File: src/inc/sfesp_pkg.sv
package sfesp_pkg;
  // opcodes named here; the core decodes only ten of them
  localparam logic [7:0] OP_BLK32_ERASE = 8'h52;
  localparam logic [7:0] OP_BLK64_ERASE = 8'hd8;
  localparam logic [7:0] OP_CHIP_ERASE_A = 8'hc7;
  localparam logic [7:0] OP_CHIP_ERASE_B = 8'h60;
  localparam logic [7:0] OP_SECTOR_ERASE = 8'h20;
  localparam logic [7:0] OP_SECREG_ERASE = 8'h44;
  localparam logic [7:0] OP_STATUS_WR1 = 8'h01;
  localparam logic [7:0] OP_STATUS_WR2 = 8'h31;
  localparam logic [7:0] OP_STATUS_WR3 = 8'h11;
  localparam logic [7:0] OP_PAGE_PROG = 8'h02;
  localparam logic [7:0] OP_QUAD_PROG = 8'h32;
  localparam logic [7:0] OP_SECREG_PROG = 8'h42;
  localparam logic [7:0] OP_SUSPEND = 8'h75;
  localparam logic [7:0] OP_RESUME = 8'h7a;
  localparam logic [7:0] OP_POWER_DOWN = 8'hb9;
  localparam logic [7:0] OP_WAKE = 8'hab;
  localparam logic [7:0] OP_STATUS_RD = 8'h05;
  localparam logic [7:0] OP_WRITE_EN = 8'h06;
  // frame lengths in serial bits
  localparam logic [5:0] BITS_OPCODE = 6'h08;
  localparam logic [5:0] BITS_ADDR_CMD = 6'h20;
  // clock and times
  localparam int SYS_CLK_HZ = 10_000_000;
  localparam int SYS_PERIOD_NS = 1_000_000_000 / SYS_CLK_HZ;
  localparam int RESUME_BUSY_NS = 200;
  localparam int RESUME_BUSY_CYC = (RESUME_BUSY_NS / SYS_PERIOD_NS) < 1 ? 1 :
                                   (RESUME_BUSY_NS / SYS_PERIOD_NS);
  // kinds of background operation
  typedef enum logic [1:0] {SFESP_OP_NONE, SFESP_OP_ERASE, SFESP_OP_CHIP, SFESP_OP_PROG}
    sfesp_op_e;
endpackage : sfesp_pkg

File: src/hdl/sfesp_core.sv
`timescale 1ns/1ps
module sfesp_core import sfesp_pkg::*; #(
  parameter int SMALL_BLOCK_ERASE_CYC = 100_000,
  parameter int LARGE_BLOCK_ERASE_CYC = 200_000,
  parameter int FULL_ARRAY_ERASE_CYC = 1_000_000,
  parameter int PROGRAM_CYC = 4_000,
  parameter int SUSPEND_LATENCY_CYC = 200,
  parameter int POWERDOWN_ENTRY_CYC = 30,
  parameter int WAKE_RELEASE_CYC = 30
) (
  // clock and reset
  input wire logic sys_clk,
  input wire logic reset,
  // serial link pins from the host
  input wire logic chip_select_n,
  input wire logic serial_clk,
  input wire logic serial_in_line,
  // status bits shown to the status read path
  output logic busy,
  output logic write_enable_latch,
  output logic suspend_flag,
  output logic powered_down,
  // protection lookup from the protection block
  input wire logic target_protected,
  input wire logic any_protected,
  output logic [23:0] target_addr,
  // program operation started elsewhere
  input wire logic program_start,
  // array erase strobes to the array control
  output logic erase_start,
  output logic [1:0] erase_kind,
  output logic erase_done,
  // command seen and executed in this core
  output logic status_read_ok
);
  localparam int CNT_W = 24;
  // two-flop synchronisers for the pins
  logic [1:0] cs_sync;
  logic [1:0] sck_sync;
  logic [1:0] si_sync;
  logic cs_prev; // last synchronised chip select
  logic sck_prev; // last synchronised serial clock
  always_ff @(posedge sys_clk) begin
    if (reset) begin
      cs_sync <= 2'h3;
      sck_sync <= 2'h0;
      si_sync <= 2'h0;
      cs_prev <= 1'b1;
      sck_prev <= 1'b0;
    end else begin
      cs_sync <= {cs_sync[0], chip_select_n};
      sck_sync <= {sck_sync[0], serial_clk};
      si_sync <= {si_sync[0], serial_in_line};
      cs_prev <= cs_sync[1];
      sck_prev <= sck_sync[1];
    end
  end
  // edges of the synchronised pins
  wire cs_low = ~cs_sync[1];
  wire cs_rise = cs_sync[1] & ~cs_prev;
  wire cs_fall = ~cs_sync[1] & cs_prev;
  wire sck_rise = sck_sync[1] & ~sck_prev & cs_low;

  // shift register and bit counter for one frame
  logic [31:0] shreg;
  logic [5:0] bitcnt;
  logic overrun; // more bits than any command here needs
  always_ff @(posedge sys_clk) begin
    if (reset || cs_fall) begin
      shreg <= 32'h0;
      bitcnt <= 6'h0;
      overrun <= 1'b0;
    end else if (sck_rise) begin
      shreg <= {shreg[30:0], si_sync[1]};
      if (bitcnt == BITS_ADDR_CMD) overrun <= 1'b1;
      else bitcnt <= bitcnt + 6'h1;
    end
  end

  // frame decode at the rising edge of chip select
  wire len8 = (bitcnt == BITS_OPCODE) & ~overrun;
  wire len32 = (bitcnt == BITS_ADDR_CMD) & ~overrun;
  wire [7:0] op8 = shreg[7:0];
  wire [7:0] op32 = shreg[31:24];
  wire is_blk32 = len32 & (op32 == OP_BLK32_ERASE);
  wire is_blk64 = len32 & (op32 == OP_BLK64_ERASE);
  wire is_chip = len8 & ((op8 == OP_CHIP_ERASE_A) | (op8 == OP_CHIP_ERASE_B));
  wire is_wren = len8 & (op8 == OP_WRITE_EN);
  wire is_susp = len8 & (op8 == OP_SUSPEND);
  wire is_resm = len8 & (op8 == OP_RESUME);
  wire is_pdn = len8 & (op8 == OP_POWER_DOWN);
  wire is_wake = len8 & (op8 == OP_WAKE);

  // state of the background operation
  sfesp_op_e cur_op; // operation running or suspended
  logic [CNT_W-1:0] op_left; // cycles of operation still to run
  logic [CNT_W-1:0] sus_cnt; // suspend latency countdown
  logic [CNT_W-1:0] res_cnt; // resume busy delay countdown
  logic [CNT_W-1:0] pd_cnt; // power-down entry and wake release countdown
  logic pd_pending; // power-down entry in progress
  logic waking; // wake release time running
  logic running; // the array is actively working

  // gates applied before any command except wake is taken
  wire can_cmd = ~powered_down & ~pd_pending & ~waking;
  wire erase_susp = suspend_flag & (cur_op == SFESP_OP_ERASE);
  wire prog_susp = suspend_flag & (cur_op == SFESP_OP_PROG);
  wire erase_barred = erase_susp | prog_susp; // erasing always blocked while suspended
  wire idle = ~busy & ~suspend_flag;
  wire erase_ok = cs_rise & can_cmd & idle & ~erase_barred & write_enable_latch;
  wire go_blk32 = erase_ok & is_blk32 & ~target_protected;
  wire go_blk64 = erase_ok & is_blk64 & ~target_protected;
  wire go_chip = erase_ok & is_chip & ~any_protected;
  wire go_erase = go_blk32 | go_blk64 | go_chip;
  wire go_susp = cs_rise & can_cmd & is_susp & busy & ~suspend_flag & (res_cnt == '0)
                 & ((cur_op == SFESP_OP_ERASE) | (cur_op == SFESP_OP_PROG));
  wire go_resm = cs_rise & can_cmd & is_resm & suspend_flag & ~busy;
  wire go_pdn = cs_rise & can_cmd & is_pdn & ~busy;
  wire go_wake = cs_rise & powered_down & is_wake;
  wire go_prog = program_start & can_cmd & idle & ~prog_susp;
  wire op_end = running & (op_left == '0);

  // cycles for the erase that starts now
  wire [CNT_W-1:0] erase_len = go_chip ? CNT_W'(FULL_ARRAY_ERASE_CYC) :
                               go_blk64 ? CNT_W'(LARGE_BLOCK_ERASE_CYC) :
                               CNT_W'(SMALL_BLOCK_ERASE_CYC);

  // operation tracking and timers
  always_ff @(posedge sys_clk) begin
    if (reset) begin
      cur_op <= SFESP_OP_NONE; // lost operation forgotten
      op_left <= '0;
      running <= 1'b0;
    end else if (go_erase) begin
      cur_op <= go_chip ? SFESP_OP_CHIP : SFESP_OP_ERASE;
      op_left <= erase_len - CNT_W'(1);
      running <= 1'b1;
    end else if (go_prog) begin
      cur_op <= SFESP_OP_PROG;
      op_left <= CNT_W'(PROGRAM_CYC) - CNT_W'(1);
      running <= 1'b1;
    end else if (go_susp) begin
      running <= 1'b0; // remaining count is kept for the resume
    end else if (res_cnt == CNT_W'(1)) begin
      running <= 1'b1;
    end else if (op_end) begin
      cur_op <= SFESP_OP_NONE;
      running <= 1'b0;
    end else if (running) begin
      op_left <= op_left - CNT_W'(1);
    end
  end

  // suspend latency and resume delay counters
  always_ff @(posedge sys_clk) begin
    if (reset) begin
      sus_cnt <= '0;
      res_cnt <= '0;
    end else begin
      if (go_susp) sus_cnt <= CNT_W'(SUSPEND_LATENCY_CYC);
      else if (sus_cnt != '0) sus_cnt <= sus_cnt - CNT_W'(1);
      if (go_resm) res_cnt <= CNT_W'(RESUME_BUSY_CYC);
      else if (res_cnt != '0) res_cnt <= res_cnt - CNT_W'(1);
    end
  end

  // busy and suspend flags
  always_ff @(posedge sys_clk) begin
    if (reset) begin
      busy <= 1'b0;
      suspend_flag <= 1'b0;
    end else begin
      if (go_erase || go_prog) busy <= 1'b1;
      else if (op_end) busy <= 1'b0;
      else if (sus_cnt == CNT_W'(1)) busy <= 1'b0; // dropped at end of latency
      else if (res_cnt == CNT_W'(1)) busy <= 1'b1;
      if (go_susp) suspend_flag <= 1'b1;
      else if (go_resm) suspend_flag <= 1'b0;
    end
  end

  // write enable latch
  always_ff @(posedge sys_clk) begin
    if (reset) write_enable_latch <= 1'b0;
    else if (op_end) write_enable_latch <= 1'b0;
    else if (cs_rise && can_cmd && is_wren) write_enable_latch <= 1'b1;
  end

  // power-down entry and wake release
  always_ff @(posedge sys_clk) begin
    if (reset) begin
      powered_down <= 1'b0;
      pd_pending <= 1'b0;
      waking <= 1'b0;
      pd_cnt <= '0;
    end else if (go_pdn) begin
      pd_pending <= 1'b1;
      pd_cnt <= CNT_W'(POWERDOWN_ENTRY_CYC);
    end else if (go_wake) begin
      powered_down <= 1'b0;
      waking <= 1'b1;
      pd_cnt <= CNT_W'(WAKE_RELEASE_CYC);
    end else if (pd_cnt != CNT_W'(1) && pd_cnt != '0) begin
      pd_cnt <= pd_cnt - CNT_W'(1);
    end else if (pd_cnt == CNT_W'(1)) begin
      pd_cnt <= '0;
      if (pd_pending) powered_down <= 1'b1;
      pd_pending <= 1'b0;
      waking <= 1'b0;
    end
  end

  // outputs towards array control
  always_ff @(posedge sys_clk) begin
    if (reset) begin
      target_addr <= 24'h0;
      erase_start <= 1'b0;
      erase_kind <= 2'h0;
      erase_done <= 1'b0;
      status_read_ok <= 1'b0;
    end else begin
      if (cs_low && len32) target_addr <= shreg[23:0];
      erase_start <= go_erase;
      if (go_erase) erase_kind <= go_chip ? 2'h2 : (go_blk64 ? 2'h1 : 2'h0);
      erase_done <= op_end & (cur_op != SFESP_OP_PROG);
      // status read seen on its eighth bit; allowed unless powered down, entering power-down or waking
      // one pulse on the completing clock edge, not a level for the rest of the frame
      status_read_ok <= sck_rise & ~overrun & (bitcnt == BITS_OPCODE - 6'h1)
                        & ({shreg[6:0], si_sync[1]} == OP_STATUS_RD) & can_cmd;
    end
  end
endmodule : sfesp_core

File: config.mk
export PLATFORM = sky130hd
export DESIGN_NAME = sfesp_core
export DESIGN_NICKNAME = d
export VERILOG_FILES = /design/src/inc/sfesp_pkg.sv /design/src/hdl/sfesp_core.sv
export SDC_FILE = /design/constraint.sdc
export NUM_CORES = 1
export LEC_CHECK = 0
export BUFFER_PORTS_ARGS = -buffer_cell sky130_fd_sc_hd__buf_4
export CORE_MARGIN = 5
export CORE_UTILIZATION = 45
export CTS_CLUSTER_DIAMETER = 100
export CTS_CLUSTER_SIZE = 16
export DETAILED_ROUTE_END_ITERATION = 8
export SYNTH_ARGS = -nofsm -noshare
export SYNTH_HDL_FRONTEND = slang
export SYNTH_SLANG_ARGS = --single-unit
File: constraint.sdc
create_clock -name sys_clk -period 8.18 [get_ports sys_clk]
set_input_delay 0.409 -clock sys_clk [delete_from_list [all_inputs] [get_ports sys_clk]]
set_output_delay 0.409 -clock sys_clk [all_outputs]
set_load 0.005 [all_outputs]
* Yosys cells after proc, flatten, opt, wreduce, memory -nomap -nowiden
Cells that the tools add are included.
Widths: inputs -> output; s select.
** Storage, ports and cells
- Output and inout bits :: 33
- Register bits after elaboration :: 181
- Input port bits :: 8
** Operators by class
- Reduce and logical (&&, ||, !) cells :: 34
- Add/sub/neg operators :: 6
- Multiplexer cells :: 44
- Bitwise logic cells :: 70
- Equality and inequality tests :: 26
** Operators with widths (number)
- $mux 24 :: 8
- $sub 24x1->24 const B :: 4
- $eq 24x1->1 const B :: 3
- $reduce_bool 24->1 :: 3
- $and 1x1->1 :: 50
- $logic_not 24->1 :: 2
- $eq 8x7->1 const B :: 4
- $eq 8x8->1 const B :: 4
- $ne 24x1->1 const B :: 1
- $mux 1 :: 21
- $sub 20x1->21 const B :: 1
- $mux 20 :: 1
- $mux 18 :: 1
- $mux 2 :: 9
- $eq 8x3->1 const B :: 2
- $mux 8 :: 2
- $not 1->1 :: 15
- $reduce_bool 2->1 :: 7
- $mux 5 :: 2
- $reduce_and 3->1 :: 3
- $ne 2x2->1 const B :: 4
- $reduce_and 4->1 :: 2
- $reduce_bool 4->1 :: 2
- $add 6x1->6 const B :: 1
- other kinds (15) :: 28

* Depth between registers and ports, before layout
- Depth after elaboration :: 13
- Gate-level depth with buffers :: 10
- Depth with buffers taken out :: 8

* Worst setup path before layout
No wires, ideal clock.
- Path type :: flip-flop to flip-flop
- Start point :: register bitcnt[0]
- End point :: register op_left[11]
- Arrival :: 2.620 ns
- Path slack :: 5.464 ns
- Required time :: 8.085 ns
- Stages on the path, launching flop included :: 11
- Cell sequence :: dfxtp_1 -> inv_1 -> ha_1 -> or3b_2 -> or4_1 -> nand4b_1 -> clkbuf_1 -> nand3_1 -> buf_2 -> nand3_2 -> a221oi_1
** On the way
- Longest elaborated chain between the ends :: 10
** Ends and longest elaborated chain
- start: declaration :: line sfesp_core.sv:66 : logic [5:0] bitcnt;
- start signal: assignment :: line sfesp_core.sv:76 : else bitcnt <= bitcnt + 6'h1;
- parallel branches: the longest is 10 deep, another holds $sub 20x1->21
- end signal: assignment :: line sfesp_core.sv:136 : op_left <= erase_len - CNT_W'(1);
- end signal: assignment :: line sfesp_core.sv:140 : op_left <= CNT_W'(PROGRAM_CYC) - CNT_W'(1);
- end signal: assignment :: line sfesp_core.sv:150 : op_left <= op_left - CNT_W'(1);
- end: declaration :: line sfesp_core.sv:96 : logic [CNT_W-1:0] op_left;
Several ways; the timed one is not identified.
A chain may end at the register's enable or synchronous reset.

* Final worst setup path
- Start point :: register bitcnt[1]
- End point :: register op_left[11]
Same word-level chain as after synthesis.

==> results.yml <==
clocking:
  worstSkewPairLatency_ns: 0.43
  numCtsBuffers: 17
  cts_htree_levels: 4
  cts_root_buf: "clkbuf_16"
  cts_sinks: 181
  cts_tree: "built"
  clock_path_buffers: 2
  cts_resized: 0
  ctsHoldBuffers: 0
  clk_pin_slew_ns: 0.07
  post-cts-setup-buffers: 0
global_routing:
  gr-usage-met2_pct: 28.3
  gr-usage-all-layers_pct: 18.0
  antenna_found_initial: 0
  grt_max_degree: 70
  grt_pass1_vias: 6628
  grt-busiest-layer: "met2"
  overflow: 0
  grt_pass1_wl_um: 32700
  met3_usage_pct: 4.37
  grtUsageMet1_pct: 25.0
yosys:
  syn_area_um2: 8330
  synth_nets: 1030
  synth-edff-count: 0
  synth_cells: 1012
  synthFlopType: "dfxtp_1"
  synth_warnings: 0
  syn_avg_cell_area_um2: 8.24
  netlist.area_leader.share_pct: 43.5
  yosys.area.top_type: "dfxtp_1"
  synth.distinct_cells: 72
  ys_seq_area_share_pct: 43.5
  synth_area_leaders: "dfxtp_1 (43%), nand2_1 (7.4%), a21oi_1 (6.1%)"
  ys_ff_latch: 181
  async_flop_share_pct: 0
worst_setup_path:
  crit_path_start_kind: "flop"
  worstPathArrival_ns: 3.64
  required_ns: 8.52
  end_kind: "flop"
  cp_max_fo: 14
  crit_type: "flop to flop"
floorplan:
  num_rows: 49
  io_pins: 41
  die_h_um: 146
  core_um2: 18100
  die_w_um: 146
  fp.dieArea_um2: 21300
  initial_utilization_pct: 46.1
route:
  drtPass1Iterations: 7
  drt.antenna.violating_nets: 0
  detail_route.wl_per_cell_um: 15.0
  viasPerCell: 5.55
  drcViolationCount: 0
  via_count: 7025
  drt_wl_total_um: 19000
  drt_iter0_drc: 558
sta:
  fmax_mhz: 303
  setup_viol: 0
  period_share_pct: 40.3
  tightest_slew_ns: 1.17
  setup_tns_ns: 0
  fin_worst_skew_ns: 0.00934
  setup_ws_ns: 4.88
  rsz0062_at_grt: "no"
  maxSlewHeadroom_pct: 22.1
  slew_viol_final: 0
  layout_min_cycle_time_ns: 3.30
  hold_viol: 0
flow_run:
  cap_violations: 0
pwr:
  pwr-share-comb_pct: 37.3
  power_frac_seq_pct: 36.8
  p_clk_share_pct: 25.9
  switchingPower_uw: 1220
  p_per_area_nw_per_um2: 346
  internal_power_uw: 2010
  ir_drop_uv: 153
  leakagePower_uw: 0.00333
  switching_share_pct: 37.9
placed_design:
  portBuffers: 40
  finalWeightedCongestion: 0.801
  dp_slack_ns: 4.88
  dp_hpwl_um: 12700
layout:
  num-nets-final: 1041
  syn_to_final_growth_pct: 12.0
  drive_gt1_share_pct: 9.75
  antenna_cells: 0
  fillers: 1724
outcome:
  status: "completed"
hold_path:
  hold_path_class: "input port to flop"
## per-stage QoR
step / cell area [um2] / std cells / utilization, % / total power (uW) / hold slack (ns)
3_5_place_dp: 8730 / 1233 / 48.3 / 2410 / 0.405
2_1_floorplan: 8330 / 1012 / - / 2190 / 0.389
3_3_place_gp: 8730 / 1233 / 48.3 / 2410 / 0.400
5_1_grt: 9340 / 1265 / 51.6 / 3480 / 0.149
6_report: 9340 / 1265 / 51.6 / 3230 / 0.164
4_1_cts: 9340 / 1265 / 51.6 / 3270 / 0.144
## cells in the final DEF (no fill, tap or decap), types with 11 or more instances in the layout
cell and instances:
a21oi_1 101, a31oi_1 11, buf_4 43, clkbuf_16 17
dfxtp_1 181, inv_1 24, nand2_1 165, nand2b_1 14
nand3_1 26, nand3b_1 12, nand4_1 19, nor2_1 111
nor2b_1 15, nor3_1 24, nor4_1 25, or3_1 15
or4_1 26, xnor2_1 25, xor2_1 37
## cell families after synthesis
kind of cell | synth area share (%)
muxes | 0.480
adders and majority gates | 1.50
xor gates and xnor gates | 6.52
buffers and inverters | 3.66
and+or+nand+nor | 30.6
AOI/OAI and AO/OA | 13.8
DFF | 43.5
## worst paths after layout
kind	cells after the start	to	from	slack, ns
max	8	op_left[11]$_SDFFE_PP0P_	bitcnt[1]$_SDFFE_PP0P_	4.88
min	2	cs_sync[0]$_SDFF_PP1_	chip_select_n	0.16
max reg2reg	8	op_left[11]$_SDFFE_PP0P_	bitcnt[1]$_SDFFE_PP0P_	4.88
min reg2reg	1	cs_sync[1]$_SDFF_PP1_	cs_sync[0]$_SDFF_PP1_	0.42
## state kept, by name (all words and copies together) (netlist names), 2 cells and up
name / cells
target_addr: 24
si_sync: 2
pd_cnt: 24
erase_kind: 2
shreg: 32
sus_cnt: 24
bitcnt: 6
op_left: 24
cs_sync: 2
res_cnt: 24
sck_sync: 2
cur_op: 2
## cell type report
type,instances,area [um2],share of cell area (%)
multi-input cells,756,4410,47.2
flip-flops and latches,181,3620,38.8
clock buffers,18,439,4.70
repair buffers,43,323,3.46
well taps,229,287,3.07
clock inverters,14,163,1.74
inverters,24,90.1,0.965
## power by group through the flow
stage | sequential (uW) | clock [uW] | combinational, uW
floorplan | 1170 | 0 | 1020
global placement | 1210 | 0 | 1200
detailed placement | 1200 | 0 | 1200
CTS | 1190 | 860 | 1220
global route | 1210 | 896 | 1370
finish | 1190 | 836 | 1210
## cells in the mapped netlist, types with 5 or more instances
cell type,instances
o41ai_1,5
nand4b_1,5
or4_1,26
a31oi_1,11
nor4_1,25
o21ai_0,10
nand2_1,165
nand4_1,19
xor2_1,37
clkbuf_1,35
nand3_1,26
nand2b_1,14
or3_1,15
nor2_1,111
dfxtp_1,181
xnor2_1,25
ha_1,10
nor3_1,25
a21oi_1,101
nor2b_1,15
nand3b_1,12
inv_1,24
o31ai_1,6
buf_2,7
a211oi_1,7
buf_1,6
or2_2,7
## critical path, cell delays in order (launching register included)
cell and delay, ns:
dfxtp_1 0.32, inv_1 0.08, ha_1 0.15, or3b_2 0.48, or4_1 0.56, nand4b_1 0.46
nand3_1 0.63, nand3_2 0.21, a221oi_1 0.30
## metal layers
| layer | up-vias | routed length, um | part of all wire [%] |
|---|---|---|---|
| met5 | - | 0 | 0 |
| met4 | 0 | 251 | 1.3 |
| met3 | 26 | 863 | 4.6 |
| met2 | 140 | 8430 | 44 |
| met1 | 3259 | 9410 | 50 |
| li1 | 3600 | - | - |
Power figures use the tool's default switching activity.
